[src/mct_consts.svh]
// register offsets, field positions, reset values and timing counts
// for the multimode capture timer; assumes an 8-bit register port

`ifndef MCT_CONSTS_SVH
`define MCT_CONSTS_SVH

`define ADDR_CTRL   3'h0
`define ADDR_CNT_LO 3'h1
`define ADDR_CNT_HI 3'h2
`define ADDR_RLD_LO 3'h3
`define ADDR_RLD_HI 3'h4

`define MODE_HI  7
`define MODE_LO  5
`define BIT_RUN  4
`define BIT_PEND 3
`define BIT_IEN  2
`define BIT_CTYP 1

`define CTRL_RST 8'h00
`define CNT_RST  16'hFFFF
`define RLD_RST  16'h0000

`define CORE_NS   20
`define INSTR_NS  1000
`define INSTR_DIV (`INSTR_NS / `CORE_NS)
`define DIV_W     6

`endif

[src/mct_pkg.sv]
// types shared by the multimode capture timer
// assumes nothing beyond a SystemVerilog compiler
package mct_pkg;
  typedef enum logic [1:0] {M_EVENT, M_PWM, M_CAPT, M_DIFF} mode_e;
  typedef enum logic [1:0] {D_ARM, D_RUN, D_DONE} diff_e;
endpackage

[src/multimode_capture_timer.sv]
// multimode capture timer: counter, reload/capture register, control
// assumes port direction/data bits and master enable come from core logic
`include "mct_consts.svh"

module multimode_capture_timer (
  input  wire logic       CORE_CLK,
  input  wire logic       RST_B,
  input  wire logic [2:0] ADDR,
  input  wire logic [7:0] WDATA,
  input  wire logic       WR,
  input  wire logic       RD,
  output logic      [7:0] RDATA,
  input  wire logic       PIN_I,
  output logic            PIN_O,
  output logic            PIN_OE,
  input  wire logic       PORT_DIR,
  input  wire logic       PORT_DATA,
  input  wire logic       MASTER_IE,
  output logic            IRQ
);

  // ----------------------------------------
  // instruction clock enable
  // ----------------------------------------
  logic [`DIV_W-1:0] div_ff;
  logic              tick_ff;

  always_ff @(posedge CORE_CLK or negedge RST_B) begin
    if (!RST_B) begin
      div_ff  <= '0;
      tick_ff <= 1'b0;
    end else begin
      tick_ff <= (div_ff == `DIV_W'(`INSTR_DIV - 1));
      if (div_ff == `DIV_W'(`INSTR_DIV - 1)) begin
        div_ff <= '0;
      end else begin
        div_ff <= div_ff + 1'b1;
      end
    end
  end

  // ----------------------------------------
  // pin synchroniser and edge detect
  // ----------------------------------------
  logic sync1_ff;
  logic sync2_ff;
  logic samp_ff;
  logic rise;
  logic fall;

  always_ff @(posedge CORE_CLK or negedge RST_B) begin
    if (!RST_B) begin
      sync1_ff <= 1'b0;
      sync2_ff <= 1'b0;
    end else begin
      sync1_ff <= PIN_I;
      sync2_ff <= sync1_ff;
    end
  end

  // sampled once per instruction cycle, so two ticks per counted edge
  always_ff @(posedge CORE_CLK or negedge RST_B) begin
    if (!RST_B) begin
      samp_ff <= 1'b0;
    end else if (tick_ff) begin
      samp_ff <= sync2_ff;
    end
  end

  assign rise = tick_ff & sync2_ff & ~samp_ff;
  assign fall = tick_ff & ~sync2_ff & samp_ff;

  // ----------------------------------------
  // control register
  // ----------------------------------------
  logic [2:0] mode_ff;
  logic       run_ff;
  logic       pend_ff;
  logic       ien_ff;
  logic       ctyp_ff;
  logic       wr_ctrl;
  logic       wr_clo;
  logic       wr_chi;
  logic       wr_rlo;
  logic       wr_rhi;
  logic       capmode;

  mct_pkg::mode_e mode;

  function automatic mct_pkg::mode_e decode(input logic [2:0] m);
    case (m[2:1])
      2'h0:    decode = mct_pkg::M_EVENT;
      2'h2:    decode = mct_pkg::M_PWM;
      2'h1:    decode = mct_pkg::M_CAPT;
      default: decode = mct_pkg::M_DIFF;
    endcase
  endfunction

  assign mode    = decode(mode_ff);
  assign capmode = (mode == mct_pkg::M_CAPT) || (mode == mct_pkg::M_DIFF);
  assign wr_ctrl = WR && (ADDR == `ADDR_CTRL);
  assign wr_clo  = WR && (ADDR == `ADDR_CNT_LO);
  assign wr_chi  = WR && (ADDR == `ADDR_CNT_HI);
  assign wr_rlo  = WR && (ADDR == `ADDR_RLD_LO);
  assign wr_rhi  = WR && (ADDR == `ADDR_RLD_HI);

  // ----------------------------------------
  // counting engine
  // ----------------------------------------
  logic [15:0]    cnt_ff;
  logic [15:0]    rld_ff;
  logic [15:0]    nxt_cnt;
  logic           reload_ev;
  logic           wrap_ev;
  logic           cap_ev;
  logic           edge_a;
  logic           edge_b;
  mct_pkg::diff_e dstate_ff;
  mct_pkg::diff_e nxt_dstate;

  // first edge follows bit 5, second edge polarity is bit 5 xor bit 1
  assign edge_a = mode_ff[0] ? fall : rise;
  assign edge_b = (mode_ff[0] ^ ctyp_ff) ? rise : fall;

  always_comb begin
    nxt_cnt    = cnt_ff;
    nxt_dstate = dstate_ff;
    reload_ev  = 1'b0;
    wrap_ev    = 1'b0;
    cap_ev     = 1'b0;
    case (mode)
      mct_pkg::M_PWM: begin
        if (run_ff && tick_ff) begin
          if (cnt_ff == 16'h0000) begin
            nxt_cnt   = rld_ff;
            reload_ev = 1'b1;
          end else begin
            nxt_cnt = cnt_ff - 1'b1;
          end
        end
      end
      mct_pkg::M_EVENT: begin
        if (run_ff && edge_a) begin
          if (cnt_ff == 16'h0000) begin
            nxt_cnt   = rld_ff;
            reload_ev = 1'b1;
          end else begin
            nxt_cnt = cnt_ff - 1'b1;
          end
        end
      end
      mct_pkg::M_CAPT: begin
        if (tick_ff) begin
          nxt_cnt = cnt_ff - 1'b1;
          wrap_ev = (cnt_ff == 16'h0000);
        end
        cap_ev = edge_a;
      end
      mct_pkg::M_DIFF: begin
        case (dstate_ff)
          mct_pkg::D_ARM: begin
            if (edge_a) begin
              nxt_cnt    = 16'h0000;
              nxt_dstate = mct_pkg::D_RUN;
            end
          end
          mct_pkg::D_RUN: begin
            if (edge_b) begin
              cap_ev     = 1'b1;
              nxt_dstate = mct_pkg::D_DONE;
            end else if (tick_ff) begin
              nxt_cnt = cnt_ff + 16'h0001;
              wrap_ev = (cnt_ff == 16'hFFFF);
            end
          end
          default: begin
            nxt_dstate = mct_pkg::D_DONE;
          end
        endcase
      end
      default: begin
        nxt_cnt = cnt_ff;
      end
    endcase
  end

  // software load of the counter wins over counting in the same cycle
  always_ff @(posedge CORE_CLK or negedge RST_B) begin
    if (!RST_B) begin
      cnt_ff <= `CNT_RST;
    end else if (wr_clo) begin
      cnt_ff <= {cnt_ff[15:8], WDATA};
    end else if (wr_chi) begin
      cnt_ff <= {WDATA, cnt_ff[7:0]};
    end else begin
      cnt_ff <= nxt_cnt;
    end
  end

  // a capture must not be lost, so it beats a software write
  always_ff @(posedge CORE_CLK or negedge RST_B) begin
    if (!RST_B) begin
      rld_ff <= `RLD_RST;
    end else if (cap_ev) begin
      rld_ff <= cnt_ff;
    end else if (wr_rlo) begin
      rld_ff <= {rld_ff[15:8], WDATA};
    end else if (wr_rhi) begin
      rld_ff <= {WDATA, rld_ff[7:0]};
    end
  end

  // any control write re-arms the difference sequencer
  always_ff @(posedge CORE_CLK or negedge RST_B) begin
    if (!RST_B) begin
      dstate_ff <= mct_pkg::D_ARM;
    end else if (wr_ctrl) begin
      dstate_ff <= mct_pkg::D_ARM;
    end else begin
      dstate_ff <= nxt_dstate;
    end
  end

  // ----------------------------------------
  // control bits, set wins over clear
  // ----------------------------------------
  always_ff @(posedge CORE_CLK or negedge RST_B) begin
    if (!RST_B) begin
      mode_ff <= 3'(`CTRL_RST >> `MODE_LO);
      ien_ff  <= 1'b0;
      ctyp_ff <= 1'b0;
    end else if (wr_ctrl) begin
      mode_ff <= WDATA[`MODE_HI:`MODE_LO];
      ien_ff  <= WDATA[`BIT_IEN];
      ctyp_ff <= WDATA[`BIT_CTYP];
    end
  end

  always_ff @(posedge CORE_CLK or negedge RST_B) begin
    if (!RST_B) begin
      run_ff <= 1'b0;
    end else if (wrap_ev) begin
      run_ff <= 1'b1;
    end else if (wr_ctrl) begin
      run_ff <= WDATA[`BIT_RUN];
    end
  end

  always_ff @(posedge CORE_CLK or negedge RST_B) begin
    if (!RST_B) begin
      pend_ff <= 1'b0;
    end else if (reload_ev || cap_ev) begin
      pend_ff <= 1'b1;
    end else if (wr_ctrl) begin
      pend_ff <= WDATA[`BIT_PEND];
    end
  end

  // ----------------------------------------
  // pin, interrupt and read data
  // ----------------------------------------
  // outside toggle mode the pin follows the port data bit, which
  // also presets the level that toggling starts from
  always_ff @(posedge CORE_CLK or negedge RST_B) begin
    if (!RST_B) begin
      PIN_O  <= 1'b0;
      PIN_OE <= 1'b0;
    end else begin
      PIN_OE <= PORT_DIR;
      if (mode == mct_pkg::M_PWM && mode_ff[0]) begin
        if (reload_ev) begin
          PIN_O <= ~PIN_O;
        end
      end else begin
        PIN_O <= PORT_DATA;
      end
    end
  end

  always_ff @(posedge CORE_CLK or negedge RST_B) begin
    if (!RST_B) begin
      IRQ <= 1'b0;
    end else begin
      IRQ <= ien_ff && MASTER_IE && (pend_ff || (capmode && run_ff));
    end
  end

  always_ff @(posedge CORE_CLK or negedge RST_B) begin
    if (!RST_B) begin
      RDATA <= 8'h00;
    end else if (RD) begin
      case (ADDR)
        `ADDR_CTRL:   RDATA <= {mode_ff, run_ff, pend_ff, ien_ff, ctyp_ff, 1'b0};
        `ADDR_CNT_LO: RDATA <= cnt_ff[7:0];
        `ADDR_CNT_HI: RDATA <= cnt_ff[15:8];
        `ADDR_RLD_LO: RDATA <= rld_ff[7:0];
        `ADDR_RLD_HI: RDATA <= rld_ff[15:8];
        default:      RDATA <= 8'h00;
      endcase
    end else begin
      RDATA <= 8'h00;
    end
  end

  logic wr_cnt;
  assign wr_cnt = wr_clo || wr_chi;
endmodule

[config.mk]
export PLATFORM = sky130hd
export DESIGN_NAME = multimode_capture_timer
export DESIGN_NICKNAME = d
export VERILOG_FILES = /design/src/mct_pkg.sv /design/src/multimode_capture_timer.sv
export VERILOG_INCLUDE_DIRS = /design/src /design/src/src
export SDC_FILE = /design/constraint.sdc
export NUM_CORES = 1
export LEC_CHECK = 0
export BUFFER_PORTS_ARGS = -buffer_cell sky130_fd_sc_hd__buf_2
export CAP_MARGIN = 20
export CORE_ASPECT_RATIO = 0.8
export CORE_UTILIZATION = 35
export DETAILED_ROUTE_END_ITERATION = 6
export PLACE_DENSITY = 0.56
export SLEW_MARGIN = 10
export SYNTH_ARGS = -nofsm -noshare
export SYNTH_HDL_FRONTEND = slang
export SYNTH_SLANG_ARGS = --single-unit
export TNS_END_PERCENT = 10
[constraint.sdc]
create_clock -name CORE_CLK -period 5.8 [get_ports CORE_CLK]
set_input_delay 0.58 -clock CORE_CLK [delete_from_list [all_inputs] [get_ports CORE_CLK]]
set_output_delay 0.58 -clock CORE_CLK [all_outputs]
set_load 0.02 [all_outputs]
==> run_results.csv <==
group,metric,value,unit
status,run_status,"finished, violations left",
status,failed_checks,"design-rule violations",
clock_tree,cts.reportedPaths.clkPinSlew,50,ps
logic_synthesis,yosysSeqAreaShare,37.2,%
logic_synthesis,ys_ff_latch,62,
routing,wire_per_inst,20.9,µm
routing,drc,8,
clock_tree,clockRootBuffer,"clkbuf_16",
logic_synthesis,netlist_area,0.00422,mm²
layout,instances_no_fill,640,
sta,hold_viol,0,
sta,fin_crit,2740,ps
layout,seqCellArea,0.00157,mm²
logic_synthesis,syn_inst,481,
clock_tree,ctsHoldBuffers,0,
worst_setup_path,arrival,3000,ps
global_route,grt_pass1_vias,3542,
clock_tree,cts_htree_levels,3,
worst_setup_path,critPathCaptureType,"flop",
worst_setup_path,slowest_delay,840,ps
logic_synthesis,avgSynthCellArea,8.78,µm²
die,rows,35,
clock_tree,cts_resized,0,
clock_tree,cts_tree,"done",
logic_synthesis,yosys.area.top_type_share,27.3,%
global_route,grt_usage,22.3,%
sta,fmax,0.365,GHz
placement,io_buffers,29,
layout,utilization,40.2,%
sta,fin_setup_tns,0,ps
routing,drtPass1Iterations,7,
die,die_x,125,µm
placement,place_inst,624,
layout,syn_to_final_growth,10.8,%
layout,drive_gt1_share,16.9,%
logic_synthesis,yosysTopAreaCell,"dfrtp_1",
clock_tree,clkLatencyLatePin,330,ps
logic_synthesis,synth-main-ff-cell,"dfrtp_1",
global_route,grt_max_degree,63,
layout,multiInputGateArea,0.00244,mm²
layout,fillers,1163,
placement,routabilityCongestion,0.926,
routing,drtAntennaViolNets,0,
worst_hold_path,hp-class,"primary input to flop",
sta,max_slew_margin,37.9,%
global_route,overflow,0,
worst_setup_path,crit_type,"flop to flop",
die,die_h,100,µm
worst_setup_path,cp_slowest_cell,"dfrtp_1",
sta,finalSetupViolCount,0,
logic_synthesis,synth-edff-count,0,
power_and_ir_drop,p_leak,1.92,nW
power_and_ir_drop,powerDensity,376,mW/mm²
power_and_ir_drop,ir_worst_vdd,0.000136,V
worst_setup_path,path_buf_inv,0,
logic_synthesis,yosysWarningCount,0,
worst_setup_path,required,6060,ps
clock_tree,cts.sinks,62,
routing,viasPerCell,5.96,
worst_setup_path,crit_fanout,22,
global_route,grt_pass1_wl,21000,µm
power_and_ir_drop,power,0.00176,W
sta,post-route-period-util,47.2,%
worst_setup_path,path_cells,"and4b_1, a211oi_2, o31ai_2, o21ai_0, o21ai_1",
logic_synthesis,syn_nets,505,
die,die_area,0.0125,mm²
placement,dp_hpwl,9440,µm
clock_tree,post_cts_buffers,0,
global_route,antenna_found_initial,0,
layout,nets,511,
die,start_util,36.3,%
sta,rsz0062_at_grt,"no",
routing,vias,3813,
layout,antenna_cells,0,
die,coreArea,0.0116,mm²
clock_tree,cts_buffers,9,
logic_synthesis,synthArstFlopShare,100,%
routing,drt_iter0_markers,475,
routing,routed_wl,13400,µm
run,maxCapViolCount,0,
worst_setup_path,startpoint_type,"flop",
worst_setup_path,critical-path-top-delay-family,"compound AO/OA/AOI/OAI gates",
clock_tree,clk_path_buf_depth,2,
die,num_io_pins,30,
sta,slew_violations,0,
logic_synthesis,synthTopCellsByArea,"dfrtp_1 27%, dfstp_2 10%, mux2i_1 6.4%",
sta,fin_skew,6.05,ps
sta,worstMarginPinSlew,926,ps
logic_synthesis,synth.distinct_cells,76,
final cells by class:
type | instances | area share [%]
tap | 148 | 3.96
timing repair buffer | 30 | 3.26
clock inverter | 3 | 0.455
sequential | 62 | 33.6
multi-input combinational | 371 | 52.1
clock buffer | 13 | 5.56
inverter | 13 | 1.04
worst reg2reg max path: stages, from the launching register on:
cell      delay (ps)
dfrtp_1          840
and4b_1          550
a211oi_2         160
o31ai_2          800
o21ai_0          210
o21ai_1          110
registers in the layout, summed over array words and instances (netlist names):
signal and flops:
RDATA 8, cnt_ff 16, PIN_OE 1, IRQ 1, ctyp_ff 1, rld_ff 16
div_ff 6, pend_ff 1, samp_ff 1, ien_ff 1, tick_ff 1, dstate_ff 2
sync2_ff 1, sync1_ff 1, run_ff 1, mode_ff 3, PIN_O 1
through the flow:
step,cell area (µm²),setup WS (ps),hold WS [ps]
after floorplan,4220,3630,284
after global placement,4400,3070,339
after detailed placement,4400,3120,345
after CTS,4680,3150,354
after global routing,4680,2780,351
final,4680,3060,356
cells in the mapped netlist, types with 8 or more instances:
cell type	n
dfstp_2	16
o21ai_0	13
buf_2	9
inv_1	12
nand3_1	15
a22oi_1	8
clkbuf_1	20
xnor2_1	14
nand2_1	32
a21oi_1	43
mux2i_1	27
xor2_1	10
nor2_1	67
o211ai_1	8
dfrtp_1	46
nor3_1	12
where the power goes:
| part | total [W] | internal, W | leakage, nW | switching [W] |
|---|---|---|---|---|
| logic | 0.000477 | 0.000206 | 1.06 | 0.000271 |
| clock network | 0.000513 | 0.000313 | 0.136 | 0.000200 |
| registers | 0.000768 | 0.000546 | 0.726 | 0.000222 |
cell usage in the layout (no fill, tap or decap), drive strengths merged, types with 3 or more instances in the layout:
master / instances
nor2b: 6
a21oi: 43
nor4: 8
nand3b: 3
xor2: 10
o22ai: 3
nor2: 68
mux2: 7
buf: 30
clkbuf: 13
xnor2: 14
and2: 4
dfstp: 16
a2111oi: 4
o211ai: 8
a22o: 3
nor3: 14
mux2i: 27
o21ai: 20
nand4: 8
a22oi: 8
ha: 5
nand2: 32
nor4b: 3
nor3b: 6
nand2b: 6
inv: 13
nand3: 15
dfrtp: 46
o31ai: 4
a31oi: 7
cell families after synthesis:
group | after synthesis | share of synthesized area, %
buffers and inverters | 48 | 5.06
XOR/XNOR | 24 | 4.98
flip-flops | 62 | 37.2
AND/OR/NAND/NOR | 180 | 22.7
adder cells (fa/ha/maj) | 5 | 1.48
multiplexers | 34 | 8.35
AO/OA/AOI/OAI | 128 | 20.2
per-layer routing:
metal  vias up  routed length (µm)  track usage, %
li1       1760                   -               -
met4         0                 184            6.57
met2       211                5460            31.2
met5         -                   0               0
met3        15                1330            6.72
met1      1827                6390            32.7
path summary, 6_finish.rpt:
kind / start / end / slack [ps] / cells after the start
worst max-delay path: mode_ff[1]$_DFFE_PN0P_ / cnt_ff[14]$_DFFE_PN1P_ / 3060 / 5
worst min-delay path: PORT_DIR / PIN_OE$_DFF_PN0_ / 360 / 1
worst max register to register: mode_ff[1]$_DFFE_PN0P_ / cnt_ff[14]$_DFFE_PN1P_ / 3060 / 5
worst min register to register: sync1_ff$_DFF_PN0_ / sync2_ff$_DFF_PN0_ / 360 / 0
max in group asynchronous: RST_B / rld_ff[14]$_DFFE_PN0P_ / 4830 / 2
min in group asynchronous: RST_B / rld_ff[2]$_DFFE_PN0P_ / 410 / 2
Power figures use the tool's default switching activity.
